--- config.mk ---
export PLATFORM = sky130hd
export DESIGN_NAME = upconv_datapath
export DESIGN_NICKNAME = d
export VERILOG_FILES = /design/src/hw/upconv_pkg.sv /design/src/hw/upconv_datapath.sv
export SDC_FILE = /design/constraint.sdc
export NUM_CORES = 2
export LEC_CHECK = 0
export BUFFER_PORTS_ARGS = -buffer_cell sky130_fd_sc_hd__buf_2
export CAP_MARGIN = 10
export CELL_PAD_IN_SITES_DETAIL_PLACEMENT = 1
export CELL_PAD_IN_SITES_GLOBAL_PLACEMENT = 1
export CORE_ASPECT_RATIO = 2
export CORE_MARGIN = 2
export CORE_UTILIZATION = 45
export CTS_CLUSTER_DIAMETER = 100
export DETAILED_ROUTE_END_ITERATION = 8
export PLACE_DENSITY_LB_ADDON = 0.1
export SLEW_MARGIN = 20
export SYNTH_ARGS = -nofsm -noshare
export SYNTH_HDL_FRONTEND = slang
export SYNTH_SLANG_ARGS = --single-unit
--- constraint.sdc ---
create_clock -name i_clk_sys -period 13.8 [get_ports i_clk_sys]
set_input_delay 0.69 -clock i_clk_sys [delete_from_list [all_inputs] [get_ports i_clk_sys]]
set_output_delay 0.69 -clock i_clk_sys [all_outputs]
set_load 0.05 [all_outputs]
--- src/hw/upconv_pkg.sv ---
// Shared types, register map and timing constants of the upconverter datapath.
package upconv_pkg;

  // ==========================================================================
  // Operating modes
  // ==========================================================================
  typedef enum logic [1:0] {
    MODE_QUAD,
    MODE_INTERP,
    MODE_TONE
  } op_mode_t;

  // ==========================================================================
  // Register map
  // ==========================================================================
  localparam logic [7:0] ADDR_CONTROL_FUNCTION_REGISTER_ONE = 8'h00;
  localparam logic [7:0] ADDR_TUNE = 8'h04;
  localparam logic [7:0] ADDR_ASF = 8'h08;
  localparam logic [7:0] ADDR_OSK_STEP = 8'h0C;
  localparam logic [7:0] ADDR_RATE = 8'h10;
  localparam logic [7:0] ADDR_STATUS = 8'h14;

  localparam int CFR_MODE_LSB = 0;
  localparam int CFR_DUAL_BIT = 2;
  localparam int CFR_SINC_BIT = 3;
  localparam int CFR_SINE_BIT = 4;
  localparam int CFR_OSK_BIT = 5;
  localparam int STAT_PAIR_BIT = 16;
  localparam int STAT_GATE_BIT = 17;

  localparam logic [15:0] TUNE_RESET = 16'h0000;
  localparam logic [13:0] ASF_RESET = 14'h3FFF;
  localparam logic [13:0] OSK_STEP_RESET = 14'h0001;

  // ==========================================================================
  // Widths and timing
  // ==========================================================================
  localparam int PAR_W = 18;
  localparam int SER_W = 16;
  localparam int DAC_W = 14;
  localparam int CLK_PERIOD_NS = 50;
  localparam int LINK_PERIOD_NS = 400;
  localparam int LINK_HALF_CYC = LINK_PERIOD_NS / (2 * CLK_PERIOD_NS);
  localparam logic [7:0] RATE_MIN = 8'(LINK_HALF_CYC);
  localparam logic [3:0] SER_LAST = 4'(SER_W - 1);

  // ==========================================================================
  // Carriers
  // ==========================================================================
  typedef struct packed {
    logic [7:0] addr;
    logic [31:0] wdata;
    logic wr;
    logic rd;
  } bus_req_t;

  typedef struct packed {
    logic [PAR_W-1:0] data;
    logic gate;
    logic output_shift_keying;
  } pins_t;

  typedef struct packed {
    logic osk_en;
    logic sine_sel;
    logic sinc_en;
    logic dual;
    op_mode_t mode;
  } cfr_t;

endpackage : upconv_pkg
--- src/hw/upconv_datapath.sv ---
// Mode control, sample capture and output datapath of the upconverter.
//
// What this block does
// - Three modes; quadrature is the reset mode.
// - Mode field of control register selects mode.
// - Parallel port takes I then Q words.
// - One I and one Q form a sample.
// - Oscillator cosine/sine modulate I/Q, products summed.
// - Modulated stream: inverse sinc, scaling, converter.
// - Inverse sinc selectable in every mode.
// - Dual serial streams carry 16-bit words.
// - Serial words shifted into parallel words.
// - Sample clock is bit clock in serial mode.
// - Interpolating mode uses only the I path.
// - Sample clock runs in interpolating mode.
// - Interpolating mode holds each I word then filters, no translation.
// - Tone mode disables paths; oscillator uses tuning word.
// - Tone mode routes cosine or sine output.
// - Tone output scaled before inverse sinc.
// - Shift keying ramps amplitude between zero, preset.
// - Each active clock edge captures one word; in serial mode one bit per stream.
// - Port data ignored while transmit gate false.
// - First word after gate rises is I.
`timescale 1ns/10ps
`default_nettype none

module upconv_datapath
  import upconv_pkg::*;
(
  input wire logic i_clk_sys,
  input wire logic i_rstn,
  input wire bus_req_t i_bus,
  output logic [31:0] o_rdata,
  input wire pins_t i_pins,
  output logic o_sample_clk,
  output logic [DAC_W-1:0] o_dac
);

  // ==========================================================================
  // State
  // ==========================================================================
  typedef struct packed {
    cfr_t cfr;
    logic [15:0] tune;
    logic [13:0] amplitude_scale_factor;
    logic [13:0] step;
    logic [7:0] rate;
    logic [13:0] amp;
    logic pclk;
    logic [7:0] cnt;
    pins_t d1;
    pins_t d2;
    pins_t d3;
    pins_t pin;
    logic pair;
    logic [3:0] bits;
    logic [SER_W-1:0] shi;
    logic [SER_W-1:0] shq;
    logic signed [PAR_W-1:0] i_word;
    logic signed [PAR_W-1:0] q_word;
    logic smp_v;
    logic signed [PAR_W-1:0] prev_i;
    logic signed [PAR_W-1:0] prev_q;
    logic signed [PAR_W-1:0] acc_i;
    logic signed [PAR_W-1:0] acc_q;
    logic [15:0] phase;
    logic signed [13:0] x0;
    logic signed [13:0] x1;
    logic signed [13:0] x2;
    logic [DAC_W-1:0] dac;
    logic [31:0] rdata;
  } state_t;

  state_t s;
  state_t next_s;

  // ==========================================================================
  // Arithmetic helpers
  // ==========================================================================
  // A triangle stands in for the sinusoid; it keeps the table out of logic.
  function automatic logic signed [13:0] wave(input logic [15:0] ph);
    logic [13:0] f;
    logic signed [13:0] v;
    f = ph[14] ? ~ph[13:0] : ph[13:0];
    v = $signed(f ^ 14'h2000);
    return ph[15] ? ~v : v;
  endfunction : wave

  function automatic logic signed [13:0] scale(
    input logic signed [13:0] x,
    input logic [13:0] a
  );
    logic signed [28:0] p;
    p = 29'(x * $signed({1'b0, a}));
    return p[27:14];
  endfunction : scale

  function automatic logic signed [13:0] sat(input logic signed [19:0] t);
    logic signed [15:0] y;
    y = t[19:4];
    if (y > 16'sh1FFF) begin
      return 14'sh1FFF;
    end else if (y < -16'sh2000) begin
      return -14'sh2000;
    end
    return y[13:0];
  endfunction : sat

  // ==========================================================================
  // Next state
  // ==========================================================================
  logic cap;
  logic quad;
  logic signed [13:0] ii;
  logic signed [13:0] qq;
  logic signed [13:0] cosv;
  logic signed [13:0] sinv;
  logic signed [28:0] msum;
  logic signed [13:0] pre;
  logic signed [19:0] tap;
  logic signed [13:0] filt;
  logic signed [13:0] outv;
  logic [13:0] target;
  cfr_t wcfr;
  pins_t pin_now;

  always_comb begin
    next_s = s;
    next_s.smp_v = 1'b0;
    wcfr = cfr_t'(i_bus.wdata[5:0]);

    // Register port; code 3 of the mode field is refused.
    if (i_bus.wr) begin
      unique case (i_bus.addr)
        ADDR_CONTROL_FUNCTION_REGISTER_ONE: begin
          if (i_bus.wdata[CFR_MODE_LSB +: 2] != 2'h3) begin
            next_s.cfr = wcfr;
          end
        end
        ADDR_TUNE: next_s.tune = i_bus.wdata[15:0];
        ADDR_ASF: next_s.amplitude_scale_factor = i_bus.wdata[13:0];
        ADDR_OSK_STEP: next_s.step = i_bus.wdata[13:0];
        ADDR_RATE: begin
          next_s.rate = (i_bus.wdata[7:0] < RATE_MIN) ?
                        RATE_MIN : i_bus.wdata[7:0];
        end
        default: ;
      endcase
    end
    next_s.rdata = 32'h0000_0000;
    if (i_bus.rd) begin
      unique case (i_bus.addr)
        ADDR_CONTROL_FUNCTION_REGISTER_ONE: next_s.rdata = {26'h0, s.cfr};
        ADDR_TUNE: next_s.rdata = {16'h0, s.tune};
        ADDR_ASF: next_s.rdata = {18'h0, s.amplitude_scale_factor};
        ADDR_OSK_STEP: next_s.rdata = {18'h0, s.step};
        ADDR_RATE: next_s.rdata = {24'h0, s.rate};
        ADDR_STATUS: begin
          next_s.rdata[13:0] = s.amp;
          next_s.rdata[STAT_PAIR_BIT] = s.pair;
          next_s.rdata[STAT_GATE_BIT] = s.pin.gate;
        end
        default: ;
      endcase
    end

    // Pin synchroniser: a value counts once stages two and three agree.
    next_s.d1 = i_pins;
    next_s.d2 = s.d1;
    next_s.d3 = s.d2;
    if (s.d2 == s.d3) begin
      next_s.pin = s.d3;
    end
    // Capture reads the copy as it is agreed in this very cycle; the held
    // copy would lag it by one more system clock cycle, at every rate.
    pin_now = next_s.pin;

    // Sample clock divider; it runs in every mode, as the host's timebase.
    cap = 1'b0;
    if (s.cnt >= s.rate - 8'h01) begin
      next_s.cnt = 8'h00;
      next_s.pclk = ~s.pclk;
      // Host updates after our rising edge, so the synchronised copy is
      // taken at our falling edge when it has long settled.
      cap = s.pclk;
    end else begin
      next_s.cnt = s.cnt + 8'h01;
    end
    // A new rate restarts the phase so no half period comes out short.
    if (i_bus.wr && i_bus.addr == ADDR_RATE) begin
      next_s.cnt = 8'h00;
    end

    quad = (s.cfr.mode == MODE_QUAD);
    if (!pin_now.gate) begin
      next_s.pair = 1'b0;
      next_s.bits = 4'h0;
    end else if (cap) begin
      unique case (s.cfr.mode)
        MODE_QUAD: begin
          if (s.cfr.dual) begin
            next_s.shi = {s.shi[SER_W-2:0], pin_now.data[0]};
            next_s.shq = {s.shq[SER_W-2:0], pin_now.data[1]};
            next_s.bits = s.bits + 4'h1;
            if (s.bits == SER_LAST) begin
              next_s.i_word = {s.shi[SER_W-2:0], pin_now.data[0], 2'b00};
              next_s.q_word = {s.shq[SER_W-2:0], pin_now.data[1], 2'b00};
              next_s.smp_v = 1'b1;
            end
          end else if (!s.pair) begin
            next_s.i_word = pin_now.data;
            next_s.pair = 1'b1;
          end else begin
            next_s.q_word = pin_now.data;
            next_s.pair = 1'b0;
            next_s.smp_v = 1'b1;
          end
        end
        MODE_INTERP: begin
          next_s.i_word = pin_now.data;
          next_s.smp_v = 1'b1;
        end
        MODE_TONE: ;
        default: ;
      endcase
    end

    // Comb and integrator both step at the word rate, only when smp_v is set.
    if (s.smp_v) begin
      next_s.prev_i = s.i_word;
      next_s.prev_q = s.q_word;
      next_s.acc_i = s.acc_i + (s.i_word - s.prev_i);
      next_s.acc_q = s.acc_q + (s.q_word - s.prev_q);
    end

    // Shift keying ramp toward the preset or toward zero.
    target = s.pin.output_shift_keying ? s.amplitude_scale_factor : 14'h0000;
    if (!s.cfr.osk_en) begin
      next_s.amp = s.amplitude_scale_factor;
    end else if (s.amp < target) begin
      next_s.amp = (target - s.amp > s.step) ? s.amp + s.step : target;
    end else if (s.amp > target) begin
      next_s.amp = (s.amp - target > s.step) ? s.amp - s.step : target;
    end

    // Oscillator and mode routing.
    next_s.phase = s.phase + s.tune;
    cosv = wave(s.phase + 16'h4000);
    sinv = wave(s.phase);
    ii = s.acc_i[PAR_W-1:4];
    qq = s.acc_q[PAR_W-1:4];
    msum = 29'(ii * cosv) + 29'(qq * sinv);
    unique case (s.cfr.mode)
      MODE_QUAD: pre = msum[27:14];
      MODE_INTERP: pre = ii;
      MODE_TONE: pre = scale(s.cfr.sine_sel ? sinv : cosv, s.amp);
      default: pre = '0;
    endcase

    // Three-tap inverse sinc, gain 16 then shifted back down.
    next_s.x0 = pre;
    next_s.x1 = s.x0;
    next_s.x2 = s.x1;
    tap = (20'(s.x1) <<< 4) + (20'(s.x1) <<< 1) - 20'(s.x0) - 20'(s.x2);
    filt = s.cfr.sinc_en ? sat(tap) : s.x1;
    outv = (s.cfr.mode == MODE_TONE) ? filt : scale(filt, s.amp);
    next_s.dac = outv ^ 14'h2000;

    // Leaving a mode drops the held I/Q words and pair state; the sinc taps x0..x2 keep their old samples.
    if (next_s.cfr.mode != s.cfr.mode || next_s.cfr.dual != s.cfr.dual) begin
      next_s.i_word = '0;
      next_s.q_word = '0;
      next_s.prev_i = '0;
      next_s.prev_q = '0;
      next_s.acc_i = '0;
      next_s.acc_q = '0;
      next_s.pair = 1'b0;
      next_s.bits = 4'h0;
      next_s.smp_v = 1'b0;
    end
  end

  // ==========================================================================
  // Registers
  // ==========================================================================
  always_ff @(posedge i_clk_sys or negedge i_rstn) begin
    if (!i_rstn) begin
      s <= '0;
      s.cfr.mode <= MODE_QUAD;
      s.tune <= TUNE_RESET;
      s.amplitude_scale_factor <= ASF_RESET;
      s.amp <= ASF_RESET;
      s.step <= OSK_STEP_RESET;
      s.rate <= RATE_MIN;
      s.dac <= 14'h2000;
    end else begin
      s <= next_s;
    end
  end

  assign o_rdata = s.rdata;
  assign o_sample_clk = s.pclk;
  assign o_dac = s.dac;
endmodule : upconv_datapath

`default_nettype wire

==> flow_summary.json <==
{
  "synth_top_area_share_pct": 31.08,
  "hold_path.class": "input pin to async pin",
  "portBuffers": 80,
  "crit_fanout": 16,
  "nets": 6714,
  "worstSetupEndpointType": "register",
  "area.growth.synth_to_final_pct": 6.998,
  "mostFrequentLayoutCell": "inv_1",
  "drc_errors": 0,
  "post_cts_buffers": 0,
  "wl_per_cell_um": 21.34,
  "slew_headroom_pct": 21.46,
  "cap_violations": 0,
  "ys_types": 84,
  "cpMaxStageDelayCell": "o21ai_1",
  "dieWidth_um": 242.4,
  "cts.path.max_buffers": 3,
  "dp_hpwl_um": 117000,
  "drt-vias-per-instance": 5.327,
  "std_cell_rows": 175,
  "min_period_over_period_pct": 77.22,
  "clkTransAtPathRegs_ns": 0.07,
  "multi_input_area_mm2": 0.03619,
  "met3_length_um": 3896,
  "hold_viol_final": 0,
  "dr.max_layer_used": "met5",
  "period_needed_ns": 10.66,
  "status": "finished, final reports clean",
  "critPathLaunchType": "register",
  "final_antenna_net_count": 0,
  "grt.overflow.total": 0,
  "grt_pass1_vias": 42640,
  "fin_tns_setup_ns": 0,
  "ys_dominant_reg_cell": "dfrtp_1",
  "critPathArrivalTime_ns": 11.20,
  "max_freq_mhz": 93.84,
  "syn-cell-area_mm2": 0.05114,
  "core_area_mm2": 0.1132,
  "antenna_found_initial": 6,
  "drive_gt1_share_pct": 7.531,
  "crit_type": "register to register",
  "synthCells": 5402,
  "wirelength_um": 147500,
  "cts_buffers": 42,
  "register_area_mm2": 0.009928,
  "ys_ff_latch": 395,
  "htreeDepth": 2,
  "worst_pin_slew_ns": 1.172,
  "rsz0062_at_grt": "no",
  "cts_tree": "done",
  "grt_pass1_wl_um": 239300,
  "gp_congestion": 0.8638,
  "grt_max_degree": 144,
  "ios": 111,
  "clock-skew-final_ns": 0.06126,
  "critPathRequiredTime_ns": 14.34,
  "clock_sinks": 395,
  "crit_top_cell": "fa_1",
  "ctsResizeCount": 0,
  "dieArea_mm2": 0.1165,
  "synth-edff-count": 0,
  "drt_pass1_iterations": 5,
  "synth_seq_area_share_pct": 19.41,
  "wl_met2_um": 76500,
  "maxSlewViolCount": 0,
  "final_cell_mix": "inv_1 (1071), fa_1 (794), nand2_1 (604)",
  "slowest_delay_ns": 0.64,
  "start_util_pct": 45.17,
  "track_usage_pct": 26.26,
  "yosys_warnings": 0,
  "hold_buffers": 0,
  "finalSetupViolations": 0,
  "root_buffer": "clkbuf_16",
  "drt_iter0_drc": 1599,
  "wl_met1_um": 62460,
  "syn_area_per_cell_um2": 9.466,
  "die_y_um": 480.7,
  "synth_area_leader_cell": "fa_1",
  "num-fill-cells": 12880,
  "vias": 36820,
  "async_flop_share_pct": 100.0,
  "synth_area_leaders": "fa_1 (31%), dfrtp_1 (18%), ha_1 (12%)",
  "clk_latency_ns": 0.66
}
## cells by family (layout without fill, tap and decap cells)
logic type                 after synthesis  in the layout  synth area share [%]
AOI/OAI and AO/OA                      624            624                 7.786
DFF                                    395            395                 19.41
and+or+nand+nor                       1370           1370                 12.27
muxes                                  169            169                 3.489
xor gates and xnor gates               226            226                 3.900
adders and majority gates             1280           1280                 42.98
other                                    1             17              0.007333
buffers and inverters                 1337           1326                 10.16
## flip-flops by register name, summed over array words and instances, names as in the netlist
| register | count |
|---|---|
| o_dac | 14 |
| o_rdata | 18 |
| s | 266 |
| qq | 14 |
| o_sample_clk | 1 |
| ii | 14 |
| next_s | 68 |
## layer usage
metal	vias up	track usage (%)
met5	-	0
met4	4	7.752
met3	235	2.063
met2	558	47.97
met1	19430	33.05
li1	16590	-
## path summary, 6_finish.rpt
path / slack, ns / to / depth (start not counted) / startpoint
setup / recovery: 3.14 / o_dac[13] / 37 / next_s[50]
hold / removal: 0.09 / o_dac[3] / 1 / i_rstn
setup reg to reg: 3.14 / o_dac[13] / 37 / next_s[50]
hold reg to reg: 0.35 / next_s[271] / 0 / next_s[291]
max in group asynchronous: 10.78 / s[268] / 4 / i_rstn
min in group i_clk_sys: 0.13 / next_s[290] / 1 / i_pins[0]
## cell type report
class	instances	share of cell area [%]
Timing Repair Buffer	176	2.090
Inverter	1072	7.354
Clock inverter	26	0.7066
Clock buffer	52	2.099
Tap cell	1504	3.439
Sequential cell	395	18.15
Antenna cell	3	0.01372
Multi-Input combinational cell	3683	66.15
## synth_stat cells, types with 9 or more instances
cell / n
nor2b_1: 20
dfstp_2: 31
o21bai_1: 37
o31ai_1: 10
dfrtp_1: 364
nand2b_1: 21
a21boi_0: 10
buf_4: 47
mux2i_1: 98
nand3_1: 28
xnor2_1: 165
nand4_1: 15
o22ai_1: 26
fa_1: 794
or2_2: 11
a21oi_1: 196
nor2_1: 306
o21ai_0: 127
mux2_2: 70
xor2_1: 59
and2_1: 272
o211ai_1: 21
and3_1: 20
inv_1: 1071
a21o_1: 55
ha_1: 486
clkbuf_1: 211
nor3_1: 27
or3_1: 9
a31oi_1: 10
a211oi_1: 37
nand2_1: 604
## stage by stage
step / utilization (%) / hold WS, ns / worst slack, ns / area, µm² / std cells
6_report: 48.33 / 0.08894 / 3.144 / 54720 / 6911
5_1_grt: 48.33 / 0.1054 / 2.471 / 54710 / 6909
2_1_floorplan: - / 0.3312 / 4.258 / 51190 / 5415
3_3_place_gp: 46.95 / 0.3339 / 3.192 / 53150 / 6830
4_1_cts: 48.33 / 0.08108 / 3.005 / 54710 / 6908
3_5_place_dp: 46.97 / 0.3362 / 3.042 / 53170 / 6830
## worst max-delay path: cells and delay by family, from the launching register on
kind | cells | cell delay, ns
buf+inv | 6 | 0.67
simple gates | 7 | 1.49
flops | 1 | 0.37
mux | 1 | 0.32
fa+ha+maj | 10 | 4.62
compound gates | 13 | 3.07
Power is not shown: default switching activity piles up to over one toggle a cycle in this logic, so the estimate is an artifact.
